`config.mk`:
```
export PLATFORM = sky130hd
export DESIGN_NAME = cscc_top
export DESIGN_NICKNAME = d
export VERILOG_FILES = /design/src/include/cscc_pkg.sv /design/src/include/cscc_if.sv /design/src/hw/cscc_alu_flags.sv /design/src/hw/cscc_psv_gate.sv /design/src/hw/cscc_top.sv
export SDC_FILE = /design/constraint.sdc
export NUM_CORES = 1
export LEC_CHECK = 0
export ABC_CLOCK_PERIOD_IN_PS = 2100
export BUFFER_PORTS_ARGS = -buffer_cell sky130_fd_sc_hd__buf_2
export CAP_MARGIN = 5
export CORE_ASPECT_RATIO = 0.8
export CORE_UTILIZATION = 43
export CTS_CLUSTER_SIZE = 16
export DETAILED_ROUTE_END_ITERATION = 16
export GPL_TIMING_DRIVEN = 0
export PLACE_DENSITY = 0.77
export SKIP_CTS_REPAIR_TIMING = 1
export SYNTH_ARGS = -nofsm -noshare
export SYNTH_HDL_FRONTEND = slang
export SYNTH_SLANG_ARGS = --single-unit
```
`constraint.sdc`:
```
create_clock -name core_clk -period 2.1 [get_ports core_clk]
set_clock_uncertainty 0.15 [all_clocks]
set_input_delay 0.315 -clock core_clk [delete_from_list [all_inputs] [get_ports core_clk]]
set_output_delay 0.315 -clock core_clk [all_outputs]
set_load 0.01 [all_outputs]
```
`src/include/cscc_pkg.sv`:
```
// Purpose: shared constants of the cpu status and core control bank
// Assumes: 32-bit axi4-lite data, 16-bit registers in the low half
// Notes:   offsets are byte addresses of aligned words
package cscc_pkg;

  // ***************************************************************
  // register offsets
  // ***************************************************************
  localparam logic [7:0]  OFF_STATUS    = 8'h00;
  localparam logic [7:0]  OFF_CORE      = 8'h04;
  localparam logic [7:0]  OFF_LEVEL     = 8'h08;
  localparam logic [7:0]  OFF_IRQ_STS   = 8'h0C;
  localparam logic [7:0]  OFF_IRQ_MSK   = 8'h10;
  localparam logic [7:0]  OFF_CORE_BCLR = 8'h14;

  // ***************************************************************
  // field positions
  // ***************************************************************
  localparam int          SR_CARRY      = 0;
  localparam int          SR_ZERO       = 1;
  localparam int          SR_OVF        = 2;
  localparam int          SR_NEG        = 3;
  localparam int          SR_REPEAT     = 4;
  localparam int          SR_LEVEL_LO   = 5;
  localparam int          SR_DIGIT      = 8;
  localparam int          CORE_LVL_MSB  = 3;
  localparam int          CORE_PSV      = 2;
  localparam int          IRQ_TRAP      = 0;
  localparam int          IRQ_OVF       = 1;
  localparam int          IRQ_W         = 2;

  // ***************************************************************
  // masks, reset values, constants
  // ***************************************************************
  localparam logic [15:0] SR_WMASK      = 16'h01EF;
  localparam logic [15:0] SR_ALU_MASK   = 16'h010F;
  localparam logic [15:0] SR_RST        = 16'h0000;
  localparam logic        LVL_MSB_RST   = 1'h0;
  localparam logic        PSV_RST       = 1'h1;
  localparam logic [15:0] PSV_BASE      = 16'h8000;
  localparam logic [3:0]  LEVEL_HI_ADD  = 4'h8;
  localparam logic [1:0]  RESP_OKAY     = 2'h0;
  localparam logic [1:0]  RESP_SLVERR   = 2'h2;

endpackage

```
`src/include/cscc_if.sv`:
```
// Purpose: carrier between the bank and its flag and read-gate units
// Assumes: all signals on core_clk, combinational paths only
// Notes:   flag vectors line up with the status register bits
`timescale 1ns/1ps
`default_nettype none
interface cscc_if;
  logic        alu_sub;
  logic        alu_byte;
  logic        alu_cin;
  logic [15:0] alu_a;
  logic [15:0] alu_b;
  logic [15:0] alu_res;
  logic [8:0]  alu_flags;
  logic        rd_valid;
  logic [15:0] rd_addr;
  logic        psv_en;
  logic        dm_rd;
  logic        pm_rd;
  logic        trap;

  modport alu_mp (input alu_sub, alu_byte, alu_cin, alu_a, alu_b,
                  output alu_res, alu_flags);
  modport gate_mp (input rd_valid, rd_addr, psv_en, output dm_rd, pm_rd, trap);
  modport top_mp (output alu_sub, alu_byte, alu_cin, alu_a, alu_b, rd_valid,
                  rd_addr, psv_en, input alu_res, alu_flags, dm_rd, pm_rd, trap);
endinterface
`default_nettype wire

```
`src/hw/cscc_alu_flags.sv`:
```
// Purpose: add/subtract with status flag generation
// Assumes: subtract is a + ~b + cin, cin one for plain subtract
// Notes:   carry and digit carry read one when no borrow occurred
`timescale 1ns/1ps
`default_nettype none
module cscc_alu_flags (
  cscc_if.alu_mp ifc
);
  logic [15:0] b_eff;
  logic [16:0] sum_w;
  logic [8:0]  sum_b;
  logic [8:0]  half_w;
  logic [4:0]  half_b;
  logic        sign_a;
  logic        sign_b;
  logic        sign_r;

  // ***************************************************************
  // arithmetic
  // ***************************************************************
  always_comb
  begin
    b_eff  = ifc.alu_sub ? ~ifc.alu_b : ifc.alu_b;
    sum_w  = {1'h0, ifc.alu_a} + {1'h0, b_eff} + {16'h0000, ifc.alu_cin};
    sum_b  = {1'h0, ifc.alu_a[7:0]} + {1'h0, b_eff[7:0]} + {8'h00, ifc.alu_cin};
    half_w = {1'h0, ifc.alu_a[7:0]} + {1'h0, b_eff[7:0]} + {8'h00, ifc.alu_cin};
    half_b = {1'h0, ifc.alu_a[3:0]} + {1'h0, b_eff[3:0]} + {4'h0, ifc.alu_cin};
    ifc.alu_res = ifc.alu_byte ? {8'h00, sum_b[7:0]} : sum_w[15:0];
    sign_a = ifc.alu_byte ? ifc.alu_a[7] : ifc.alu_a[15];
    sign_b = ifc.alu_byte ? b_eff[7] : b_eff[15];
    sign_r = ifc.alu_byte ? sum_b[7] : sum_w[15];
    ifc.alu_flags = 9'h000;
    ifc.alu_flags[cscc_pkg::SR_CARRY] = ifc.alu_byte ? sum_b[8] : sum_w[16];
    ifc.alu_flags[cscc_pkg::SR_DIGIT] = ifc.alu_byte ? half_b[4] : half_w[8];
    ifc.alu_flags[cscc_pkg::SR_ZERO]  = (ifc.alu_res == 16'h0000);
    ifc.alu_flags[cscc_pkg::SR_NEG]   = sign_r;
    ifc.alu_flags[cscc_pkg::SR_OVF]   = (sign_a == sign_b) && (sign_r != sign_a);
  end
endmodule
`default_nettype wire

```
`src/hw/cscc_psv_gate.sv`:
```
// Purpose: steers data reads to data memory, program window or trap
// Assumes: request and window enable on the same clock
// Notes:   purely combinational
`timescale 1ns/1ps
`default_nettype none
module cscc_psv_gate (
  cscc_if.gate_mp ifc
);
  logic hi;

  always_comb
  begin
    hi         = (ifc.rd_addr >= cscc_pkg::PSV_BASE);
    ifc.dm_rd  = ifc.rd_valid & ~hi;
    ifc.pm_rd  = ifc.rd_valid & hi & ifc.psv_en;
    ifc.trap   = ifc.rd_valid & hi & ~ifc.psv_en;
  end
endmodule
`default_nettype wire

```
`src/hw/cscc_top.sv`:
```
// Purpose: cpu status flags, core control and priority level bank
// Assumes: core-side inputs come from logic on core_clk
// Notes:   axi4-lite slave, one write and one read in flight
//
// Implementation choices: the AXI4-Lite register port and the register addresses.
`timescale 1ns/1ps
`default_nettype none
module cscc_top #(
  parameter int ADDR_W = 8
) (
  input  wire logic              core_clk,
  input  wire logic              resetn,
  input  wire logic [ADDR_W-1:0] s_axi_awaddr,
  input  wire logic              s_axi_awvalid,
  output logic                   s_axi_awready,
  input  wire logic [31:0]       s_axi_wdata,
  input  wire logic [3:0]        s_axi_wstrb,
  input  wire logic              s_axi_wvalid,
  output logic                   s_axi_wready,
  output logic [1:0]             s_axi_bresp,
  output logic                   s_axi_bvalid,
  input  wire logic              s_axi_bready,
  input  wire logic [ADDR_W-1:0] s_axi_araddr,
  input  wire logic              s_axi_arvalid,
  output logic                   s_axi_arready,
  output logic [31:0]            s_axi_rdata,
  output logic [1:0]             s_axi_rresp,
  output logic                   s_axi_rvalid,
  input  wire logic              s_axi_rready,
  input  wire logic              alu_valid,
  input  wire logic              alu_sub,
  input  wire logic              alu_byte,
  input  wire logic              alu_carry_in,
  input  wire logic [15:0]       alu_a,
  input  wire logic [15:0]       alu_b,
  input  wire logic [8:0]        alu_flag_mask,
  output logic [15:0]            alu_result,
  input  wire logic              repeat_active,
  input  wire logic              priority_level_msb_set,
  input  wire logic              dread_valid,
  input  wire logic [15:0]       dread_addr,
  output logic                   dm_read_en,
  output logic                   pm_read_en,
  output logic                   addr_trap,
  output logic [3:0]             cpu_priority_level,
  output logic                   irq
);

  // ***************************************************************
  // state
  // ***************************************************************
  typedef struct packed {
    logic [15:0]              sr;
    logic                     lvl_msb;
    logic                     psv;
    logic [1:0]               ists;
    logic [1:0]               imsk;
    logic                     aw_got;
    logic                     w_got;
    logic [ADDR_W-1:0]        awaddr;
    logic [15:0]              wdata;
    logic [1:0]               wstrb;
    logic                     bvalid;
    logic [1:0]               bresp;
    logic                     rvalid;
    logic [31:0]              rdata;
    logic [1:0]               rresp;
    logic [15:0]              alu_res;
    logic                     trap;
  } cscc_state_t;

  cscc_state_t s_q;
  cscc_state_t s_d;

  cscc_if ifc ();

  logic [15:0]       wmask;
  logic [7:0]        waddr_w;
  logic [7:0]        raddr_w;
  logic              aw_hs;
  logic              w_hs;
  logic              ar_hs;
  logic              commit;
  logic [15:0]       alu_m;
  logic [1:0]        events;
  logic [32:0]       rd_w;

  // ***************************************************************
  // sub units
  // ***************************************************************
  cscc_alu_flags u_alu (
    .ifc (ifc.alu_mp)
  );

  cscc_psv_gate u_gate (
    .ifc (ifc.gate_mp)
  );

  assign ifc.alu_sub  = alu_sub;
  assign ifc.alu_byte = alu_byte;
  assign ifc.alu_cin  = alu_carry_in;
  assign ifc.alu_a    = alu_a;
  assign ifc.alu_b    = alu_b;
  assign ifc.rd_valid = dread_valid;
  assign ifc.rd_addr  = dread_addr;
  assign ifc.psv_en   = s_q.psv;

  // ***************************************************************
  // read mux
  // ***************************************************************
  function automatic logic [32:0] rd_mux(input logic [7:0] a, input cscc_state_t s,
                                         input logic ra);
    logic [15:0] v;
    logic        ok;
    v  = 16'h0000;
    ok = 1'h1;
    unique case (a)
      cscc_pkg::OFF_STATUS:
      begin
        v = s.sr;
        v[cscc_pkg::SR_REPEAT] = ra;
      end
      cscc_pkg::OFF_CORE:
      begin
        v[cscc_pkg::CORE_LVL_MSB] = s.lvl_msb;
        v[cscc_pkg::CORE_PSV]     = s.psv;
      end
      cscc_pkg::OFF_LEVEL:     v = {12'h000, s.lvl_msb, s.sr[7:5]};
      cscc_pkg::OFF_IRQ_STS:   v = {14'h0000, s.ists};
      cscc_pkg::OFF_IRQ_MSK:   v = {14'h0000, s.imsk};
      cscc_pkg::OFF_CORE_BCLR: v = 16'h0000;
      default:                 ok = 1'h0;
    endcase
    return {ok, 16'h0000, v};
  endfunction

  // ***************************************************************
  // next state
  // ***************************************************************
  always_comb
  begin
    s_d     = s_q;
    aw_hs   = s_axi_awvalid & s_axi_awready;
    w_hs    = s_axi_wvalid & s_axi_wready;
    ar_hs   = s_axi_arvalid & s_axi_arready;
    commit  = s_q.aw_got & s_q.w_got;
    wmask   = {{8{s_q.wstrb[1]}}, {8{s_q.wstrb[0]}}};
    waddr_w = {s_q.awaddr[7:2], 2'h0};
    raddr_w = {s_axi_araddr[7:2], 2'h0};
    alu_m   = {7'h00, alu_flag_mask} & cscc_pkg::SR_ALU_MASK;
    events  = 2'h0;
    rd_w    = rd_mux(raddr_w, s_q, repeat_active);

    // address and data taken in either order
    if (aw_hs)
    begin
      s_d.aw_got = 1'h1;
      s_d.awaddr = s_axi_awaddr;
    end
    if (w_hs)
    begin
      s_d.w_got = 1'h1;
      s_d.wdata = s_axi_wdata[15:0];
      s_d.wstrb = s_axi_wstrb[1:0];
    end
    if (s_q.bvalid && s_axi_bready)
    begin
      s_d.bvalid = 1'h0;
    end

    if (commit)
    begin
      s_d.aw_got = 1'h0;
      s_d.w_got  = 1'h0;
      s_d.bvalid = 1'h1;
      s_d.bresp  = cscc_pkg::RESP_OKAY;
      unique case (waddr_w)
        cscc_pkg::OFF_STATUS:
        begin
          s_d.sr = (s_q.sr & ~(wmask & cscc_pkg::SR_WMASK))
                 | (s_q.wdata & wmask & cscc_pkg::SR_WMASK);
        end
        cscc_pkg::OFF_CORE:
        begin
          // write with byte lane 0 enabled is the only path to the window enable
          if (wmask[cscc_pkg::CORE_PSV])
          begin
            s_d.psv = s_q.wdata[cscc_pkg::CORE_PSV];
          end
          if (wmask[cscc_pkg::CORE_LVL_MSB] && !s_q.wdata[cscc_pkg::CORE_LVL_MSB])
          begin
            s_d.lvl_msb = 1'h0;
          end
        end
        cscc_pkg::OFF_CORE_BCLR:
        begin
          // bit-clear alias reaches the level msb only
          if (wmask[cscc_pkg::CORE_LVL_MSB] && s_q.wdata[cscc_pkg::CORE_LVL_MSB])
          begin
            s_d.lvl_msb = 1'h0;
          end
        end
        cscc_pkg::OFF_IRQ_STS:
        begin
          s_d.ists = s_q.ists & ~(s_q.wdata[1:0] & wmask[1:0]);
        end
        cscc_pkg::OFF_IRQ_MSK:
        begin
          if (wmask[0])
          begin
            s_d.imsk = s_q.wdata[1:0];
          end
        end
        cscc_pkg::OFF_LEVEL:
        begin
          s_d.bresp = cscc_pkg::RESP_OKAY;
        end
        default:
        begin
          s_d.bresp = cscc_pkg::RESP_SLVERR;
        end
      endcase
    end

    // read channel answers one cycle after the address
    if (s_q.rvalid && s_axi_rready)
    begin
      s_d.rvalid = 1'h0;
    end
    if (ar_hs)
    begin
      s_d.rvalid = 1'h1;
      s_d.rdata  = rd_w[31:0];
      s_d.rresp  = rd_w[32] ? cscc_pkg::RESP_OKAY : cscc_pkg::RESP_SLVERR;
    end

    // hardware updates win over a software write in the same cycle
    if (alu_valid)
    begin
      s_d.alu_res = ifc.alu_res;
      s_d.sr = (s_d.sr & ~alu_m) | ({7'h00, ifc.alu_flags} & alu_m);
      events[cscc_pkg::IRQ_OVF] = alu_m[cscc_pkg::SR_OVF]
                                & ifc.alu_flags[cscc_pkg::SR_OVF];
    end
    if (priority_level_msb_set)
    begin
      s_d.lvl_msb = 1'h1;
    end
    events[cscc_pkg::IRQ_TRAP] = ifc.trap;
    s_d.trap = ifc.trap;
    s_d.ists = s_d.ists | events;
  end

  always_ff @(posedge core_clk or negedge resetn)
  begin
    if (!resetn)
    begin
      s_q         <= '0;
      s_q.sr      <= cscc_pkg::SR_RST;
      s_q.lvl_msb <= cscc_pkg::LVL_MSB_RST;
      s_q.psv     <= cscc_pkg::PSV_RST;
    end
    else
    begin
      s_q <= s_d;
    end
  end

  // ***************************************************************
  // outputs
  // ***************************************************************
  assign s_axi_awready      = ~s_q.aw_got & ~s_q.bvalid;
  assign s_axi_wready       = ~s_q.w_got & ~s_q.bvalid;
  assign s_axi_bvalid       = s_q.bvalid;
  assign s_axi_bresp        = s_q.bresp;
  assign s_axi_arready      = ~s_q.rvalid;
  assign s_axi_rvalid       = s_q.rvalid;
  assign s_axi_rdata        = s_q.rdata;
  assign s_axi_rresp        = s_q.rresp;
  assign alu_result         = s_q.alu_res;
  assign dm_read_en         = ifc.dm_rd;
  assign pm_read_en         = ifc.pm_rd;
  assign addr_trap          = s_q.trap;
  assign cpu_priority_level = {s_q.lvl_msb, s_q.sr[7:5]};
  assign irq                = |(s_q.ists & s_q.imsk);
endmodule
`default_nettype wire

```
# Word level (Yosys, flattened, before mapping)
# Cells that the tools add are included.
[totals]
register_bits = 82
inputBits = 123
output_inout_bits = 65
elab_cells = 122
[op_classes]
add_sub_neg = 6
magnitude_cmp = 1
n_eq_ne = 14
muxes = 32
n_bitwise = 31
n_reduce_logical = 21
[ops]
columns = ["cell", "n"]
rows = [
  ["16-bit 2-to-1 mux", 4],
  ["35-bit 2-to-1 mux", 1],
  ["16-bit AND", 2],
  ["9-bit inverter with 16-bit output", 2],
  ["16-bit by 9-bit OR with 16-bit output", 2],
  ["6-bit by 2-bit equality test with 1-bit output (second input constant)", 4],
  ["6-bit by 3-bit equality test with 1-bit output (second input constant)", 4],
  ["24-bit 2-to-1 mux", 1],
  ["9-bit AND", 2],
  ["16-bit by 16-bit adder with 17-bit output", 1],
  ["17-bit by 1-bit adder with 17-bit output", 1],
  ["16-bit greater-or-equal comparator (second input constant)", 1],
  ["16-bit logical NOT", 1],
  ["1-bit 2-to-1 mux", 16],
  ["16-bit inverter", 1],
  ["6-bit by 1-bit equality test with 1-bit output (second input constant)", 2],
  ["6-bit logical NOT", 2],
  ["12-bit 2-to-1 mux", 1],
  ["6-bit OR reduction", 2],
  ["1-bit AND", 11],
  ["2-bit 2-to-1 mux", 5],
  ["2-bit nonzero test", 5],
  ["8-bit by 8-bit adder with 9-bit output", 1],
  ["9-bit by 1-bit adder with 9-bit output", 1],
  ["19 further kinds", 32],
]

# Longest topological paths before layout
[logic_depth]
word_depth = 10
ltp_mapped = 13
ltp_nobuf = 11

# Modules after synthesis
# From an unflattened synthesis, not the netlist that was laid out.
[hier_totals]
cells_unflattened = 434
hier_area_um2 = 4265.3
[modules_own_cells]
columns = ["module", "instances", "cells_per_inst", "area_each_um2", "seq_area_each_um2"]
rows = [
  ["cscc_top", 1, 276, 3104.2, 1552.7],
  ["cscc_alu_flags", 1, 155, 1134.8, 0.0],
  ["cscc_psv_gate", 1, 3, 26.3, 0.0],
]

# Least setup slack after synthesis
# No wires, ideal clock.
[synth_path]
path_kind = "input port to flip-flop"
startpoint = "input port alu_sub"
endpoint = "register s_q[90] (netlist bit)"
setup_ns = 0.122
arrival_time_ns = 3.335
required_time_ns = 1.828
path_slack_ns = -1.506
stages = 13
path_buffers = 2
path_cell_list = "clkbuf_1 buf_1 xnor2_1 fa_1 inv_1 fa_1 a211oi_4 o211ai_2 a211o_1 a2111oi_1 a311oi_1 a41oi_1 o21ai_1"
[synth_rtl]
columns = ["item", "line", "text"]
rows = [
  ["from (decl)", "cscc_top.sv:31", "input wire logic alu_sub,"],
  ["to (decl)", "cscc_top.sv:72", "cscc_state_t s_q;"],
]

==> report_table.html <==
<table>
<tr><th>Metric</th><th>Value</th></tr>
<tr><th colspan="2">Worst setup path</th></tr>
<tr><td>Startpoint of the worst register-to-register path</td><td>s_q[78]</td></tr>
<tr><td>Cell class contributing the biggest share of worst-path delay</td><td>compound AO/OA/AOI/OAI gates</td></tr>
<tr><td>Reg2reg path depth</td><td>6</td></tr>
<tr><td>CP Class</td><td>input pin to flop</td></tr>
<tr><td>Sort of element at the end of the critical path</td><td>flop</td></tr>
<tr><td>Startpoint type of the worst setup path</td><td>input pin</td></tr>
<tr><td>Reg-to-reg critical path endpoint</td><td>s_q[91]</td></tr>
<tr><td>CP cell instances</td><td>clkbuf_16 -&gt; buf_12 -&gt; xnor2_4 -&gt; fa_2 -&gt; inv_2 -&gt; fa_2 -&gt; a211oi_4 -&gt; o211ai_2 -&gt; a211o_1 -&gt; a2111oi_4 -&gt; a311oi_4 -&gt; a41oi_2 -&gt; o21ai_1</td></tr>
<tr><td>Worst endpoint data arrival time</td><td>approximately 2.9 ns</td></tr>
<tr><td>CP most frequent cell</td><td>sky130_fd_sc_hd__fa_2</td></tr>
<tr><td>Largest driver fanout on the critical path</td><td>6</td></tr>
<tr><td>Data required time at the worst endpoint</td><td>2.15 ns</td></tr>
<tr><td>Buf+Inv Stages, Crit Path</td><td>3</td></tr>
<tr><td>Slowest cell on the critical path</td><td>sky130_fd_sc_hd__a2111oi_4</td></tr>
<tr><td>Max stage delay on crit path</td><td>0.43 ns</td></tr>
<tr><td>Minimum setup slack among reg-to-reg paths</td><td>-0.07 ns</td></tr>
<tr><th colspan="2">Power</th></tr>
<tr><td>Switch Pwr</td><td>about 1.7 mW</td></tr>
<tr><td>Internal power summed over all cells</td><td>about 3.5 mW</td></tr>
<tr><td>Total power</td><td>5.27 mW</td></tr>
<tr><td>Combinational power share</td><td>around two fifths</td></tr>
<tr><td>Maximum resistive drop on vdd</td><td>0.437 mV</td></tr>
<tr><td>Fraction of power consumed by sequential logic</td><td>34.9%</td></tr>
<tr><td>Power density over cell area</td><td>~920 nW/µm²</td></tr>
<tr><td>Leakage power</td><td>between 2 and 3 nW</td></tr>
<tr><td>Clock power frac</td><td>26.9%</td></tr>
<tr><td>Share of total power consumed by net switching</td><td>33.0%</td></tr>
<tr><th colspan="2">Place</th></tr>
<tr><td>Placed wire-length estimate</td><td>just over 8000 µm</td></tr>
<tr><td># port buffers</td><td>109</td></tr>
<tr><td>Post-Place Cells</td><td>between 600 and 700</td></tr>
<tr><td>Placer's final routability congestion estimate</td><td>~0.84</td></tr>
<tr><td>Placed cell areas</td><td>5140 µm²</td></tr>
<tr><th colspan="2">Logic synthesis</th></tr>
<tr><td>Mean cell area of the mapped netlist</td><td>9.87 µm²</td></tr>
<tr><td>Proportion of synthesized chip area in sequential cells</td><td>between 30 and 40%</td></tr>
<tr><td>Count of cell types in the netlist</td><td>67</td></tr>
<tr><td>Dominant synthesized flop cell</td><td>sky130_fd_sc_hd__dfrtp_1</td></tr>
<tr><td>Post-synthesis mux area share</td><td>10.4%</td></tr>
<tr><td>FFs w/ async S/R, synth</td><td>100%</td></tr>
<tr><td>Synth Register Bits</td><td>62</td></tr>
<tr><td>Area fraction in and, or, nand and nor cells after synthesis</td><td>approximately an eighth</td></tr>
<tr><td>Area leader, netlist</td><td>sky130_fd_sc_hd__dfrtp_1</td></tr>
<tr><td>Xor/xnor cell area share of the yosys netlist</td><td>under 10%</td></tr>
<tr><td>Largest family of logic cells by synthesized area</td><td>compound AO/OA/AOI/OAI gates</td></tr>
<tr><td>Number of synthesized flops with an enable pin</td><td>0</td></tr>
<tr><td>Cell area after synthesis</td><td>4220 µm²</td></tr>
<tr><td>Largest cells by area after synthesis</td><td>sky130_fd_sc_hd__dfrtp_1 36%, sky130_fd_sc_hd__buf_4 10%, sky130_fd_sc_hd__mux2_2 8.0%</td></tr>
<tr><td>Number of instances in the synthesized netlist</td><td>around 430</td></tr>
<tr><td>Most numerous cell in the Yosys netlist</td><td>sky130_fd_sc_hd__dfrtp_1</td></tr>
<tr><td>Number of warnings printed during yosys synthesis</td><td>0</td></tr>
<tr><td>Complex-gate fraction of the synthesized area</td><td>about 17%</td></tr>
<tr><td>Area share of the largest cell type after synthesis</td><td>a little over a third</td></tr>
<tr><td>Adder-cell share of the synthesized area</td><td>~5.4%</td></tr>
<tr><td>Leading post-synthesis cells by instance count</td><td>61 x sky130_fd_sc_hd__dfrtp_1, 57 x sky130_fd_sc_hd__buf_4, 30 x sky130_fd_sc_hd__mux2_2, 23 x sky130_fd_sc_hd__nand2_1, 23 x sky130_fd_sc_hd__nor2_1</td></tr>
<tr><th colspan="2">Timing</th></tr>
<tr><td>RSZ-0062 raised after global routing</td><td>true</td></tr>
<tr><td>Crit path time final</td><td>2.88 ns</td></tr>
<tr><td>Final worst-path cycle share</td><td>137%</td></tr>
<tr><td>Final number of setup-violating endpoints</td><td>18</td></tr>
<tr><td>Max Transition Viols Final</td><td>0</td></tr>
<tr><td>Maximum achievable frequency</td><td>around 0.35 GHz</td></tr>
<tr><td>Worst slew slack as a fraction of its limit</td><td>54.6%</td></tr>
<tr><td>Setup slack after layout</td><td>-0.782 ns</td></tr>
<tr><td>Tightest Pin Transition</td><td>0.675 ns</td></tr>
<tr><td>Final hold violations</td><td>0</td></tr>
<tr><th colspan="2">Cells and area</th></tr>
<tr><td>Largest reg by FF count</td><td>s_q</td></tr>
<tr><td>Layout overhead on the synthesized area</td><td>35.5%</td></tr>
<tr><td>Final Util</td><td>about three fifths</td></tr>
<tr><td>Number of flip-flops under the largest register name</td><td>27</td></tr>
<tr><td>Number of nets in the layout</td><td>around 730</td></tr>
<tr><td>Count of non-filler cells in the finished layout</td><td>~710</td></tr>
<tr><td>Post-route cell area</td><td>between 5000 and 6000 µm²</td></tr>
<tr><td>Fraction of final layout cells sized beyond drive strength 1</td><td>45.8%</td></tr>
<tr><td>Filler instances</td><td>771</td></tr>
<tr><td>Number of diodes</td><td>0</td></tr>
<tr><th colspan="2">CTS</th></tr>
<tr><td>CTS H-tree depth</td><td>3</td></tr>
<tr><td>Clk_lat worst skew</td><td>about 0.32 ns</td></tr>
<tr><td>CTS clock-pin slew for the worst setup and hold paths</td><td>around 0.050 ns</td></tr>
<tr><td>Clock tree from TritonCTS</td><td>yes</td></tr>
<tr><td>Max clock buf depth</td><td>2</td></tr>
<tr><td>Root Driver</td><td>sky130_fd_sc_hd__clkbuf_16</td></tr>
<tr><td>Number of buffers created by CTS</td><td>9</td></tr>
<tr><td>Clock Sinks</td><td>between 60 and 70</td></tr>
<tr><th colspan="2">Floorplanning</th></tr>
<tr><td>Count of boundary I/O pins</td><td>roughly 190</td></tr>
<tr><td>Overall die width</td><td>113 µm</td></tr>
<tr><td>Initial Utilization</td><td>about 45%</td></tr>
<tr><td>Core Footprint</td><td>9310 µm²</td></tr>
<tr><td>Area of the die</td><td>10200 µm²</td></tr>
<tr><td>Number of cell rows</td><td>31</td></tr>
<tr><td>DIE HEIGHT</td><td>90.7 µm</td></tr>
<tr><th colspan="2">Outcome</th></tr>
<tr><td>Outcome</td><td>finished, violations left</td></tr>
<tr><td>Violated checks</td><td>setup timing</td></tr>
<tr><th colspan="2">Global routing</th></tr>
<tr><td>Maximum number of pins on one net before global-route repair</td><td>43</td></tr>
<tr><td>Number of antenna violations at the first check in global routing</td><td>0</td></tr>
<tr><td>Total global routing track utilization</td><td>roughly 20%</td></tr>
<tr><td>Wire length of the first global-routing pass</td><td>around 16000 µm</td></tr>
<tr><td>Number of global-route vias before repair</td><td>~3.4k</td></tr>
<tr><td>Total congestion overflow</td><td>0</td></tr>
<tr><th colspan="2">Drt</th></tr>
<tr><td>DRT antenna net count</td><td>0</td></tr>
<tr><td>Iteration-0 DRC count of the detailed router</td><td>between 150 and 200</td></tr>
<tr><td>Vias per inst</td><td>roughly 5.2</td></tr>
<tr><td>WL/cell</td><td>~15 µm</td></tr>
<tr><td>First-pass iteration count of the detailed router</td><td>5</td></tr>
<tr><td>Total vias in the final route</td><td>~3.7k</td></tr>
<tr><td>Routed Wire Length</td><td>roughly 11000 µm</td></tr>
<tr><td>Number of remaining DRC errors</td><td>0</td></tr>
<tr><th colspan="2">Worst hold path</th></tr>
<tr><td>Hold path start</td><td>priority_level_msb_set</td></tr>
<tr><td>Min-Delay Path Class</td><td>input pin to flop</td></tr>
<tr><td>Worst hold path cell count</td><td>2</td></tr>
<tr><td>Endpoint, Worst Hold</td><td>cpu_priority_level[3]</td></tr>
<tr><th colspan="2">Run</th></tr>
<tr><td>Number of maximum-capacitance violations</td><td>0</td></tr>
</table>
[final cells by class]
class                      count  area (µm²)  share of cell area (%)
clock inverter                 1        30.0                   0.524
inverter                      17        63.8                    1.11
multi-input combinational    301        2420                    42.3
sequential                    62        1550                    27.1
timing repair buffer         131         733                    12.8
clock buffer                  14         254                    4.44
tap                          115         144                    2.51
buffer                        72         524                    9.16
[metrics by stage]
step | worst slack (ns) | hold WS, ns | TNS, ns
3_5_place_dp | -1.27 | 0.152 | -14.92
6_report | -0.782 | 0.0308 | -7.68
2_1_floorplan | -0.950 | -0.131 | -9.34
5_1_grt | -0.890 | 0.0219 | -9.36
4_1_cts | -0.948 | -0.184 | -8.28
3_3_place_gp | -1.23 | 0.314 | -13.79
[cells in the final DEF, fill, tap and decap left out, types with 3 or more instances in the layout]
cell and instances:
sky130_fd_sc_hd__conb_1 25, sky130_fd_sc_hd__mux2_4 3, sky130_fd_sc_hd__nand3b_1 5, sky130_fd_sc_hd__buf_2 110
sky130_fd_sc_hd__mux2_2 27, sky130_fd_sc_hd__and2_1 3, sky130_fd_sc_hd__o21ai_0 10, sky130_fd_sc_hd__dfrtp_1 61
sky130_fd_sc_hd__a31oi_1 3, sky130_fd_sc_hd__or3_1 3, sky130_fd_sc_hd__a21oi_2 3, sky130_fd_sc_hd__nand3_1 8
sky130_fd_sc_hd__a22o_1 7, sky130_fd_sc_hd__o21ai_1 7, sky130_fd_sc_hd__a22oi_1 3, sky130_fd_sc_hd__xor2_1 20
sky130_fd_sc_hd__nor3_1 9, sky130_fd_sc_hd__nor2_1 21, sky130_fd_sc_hd__inv_1 16, sky130_fd_sc_hd__ha_1 14
sky130_fd_sc_hd__xnor2_1 3, sky130_fd_sc_hd__buf_4 75, sky130_fd_sc_hd__clkbuf_16 10, sky130_fd_sc_hd__clkbuf_1 14
sky130_fd_sc_hd__nand4_1 3, sky130_fd_sc_hd__o21a_1 4, sky130_fd_sc_hd__mux2i_1 8, sky130_fd_sc_hd__a211o_1 4
sky130_fd_sc_hd__nand2b_1 4, sky130_fd_sc_hd__nand2_1 22, sky130_fd_sc_hd__a21o_1 8, sky130_fd_sc_hd__a21oi_1 11
[power groups by stage]
stage               Sequential [mW]  Combinational [mW]  Clock, mW
floorplan                      1.76                1.33          0
global placement               1.82                1.75          0
detailed placement             1.84                1.82          0
CTS                            1.83                1.84       1.43
global route                   1.89                2.18       1.49
finish                         1.84                2.01       1.42
[worst max-delay path by stage]
stage | from | end | cells past startpoint
after detailed placement | alu_sub | s_q[90] | 13
after global routing | alu_sub | s_q[90] | 13
final | alu_sub | s_q[90] | 13
after floorplan | alu_sub | s_q[90] | 13
after CTS | alu_sub | s_q[90] | 13
after global placement | alu_sub | s_q[90] | 13
[layer usage]
| layer | vias to the layer above | part of all wire (%) | wire [µm] | track usage [%] |
|---|---|---|---|---|
| li1 | 1785 | - | - | - |
| met1 | 1792 | 46 | 4940 | 28.0 |
| met2 | 127 | 48 | 5110 | 32.5 |
| met3 | 13 | 5.0 | 537 | 4.56 |
| met4 | 0 | 1.3 | 141 | 5.67 |
| met5 | - | 0 | 0 | 0 |
[worst register-to-register path: stages, from the launching register on]
cell and delay (ns):
sky130_fd_sc_hd__dfrtp_1 0.37, sky130_fd_sc_hd__or3_4 0.41, sky130_fd_sc_hd__or2_4 0.27, sky130_fd_sc_hd__nor3_4 0.20
sky130_fd_sc_hd__mux2_1 0.37, sky130_fd_sc_hd__a22oi_1 0.19, sky130_fd_sc_hd__o21ai_1 0.09
[cell families (layout without fill, tap and decap cells)]
kind of cell,after synthesis,in the layout
and+or+nand+nor,99,99
buffers and inverters,89,235
xor gates and xnor gates,25,25
DFF,62,62
muxes,40,40
other,1,25
AOI/OAI and AO/OA,95,95
adders and majority gates,17,17
Power figures use the tool's default switching activity.
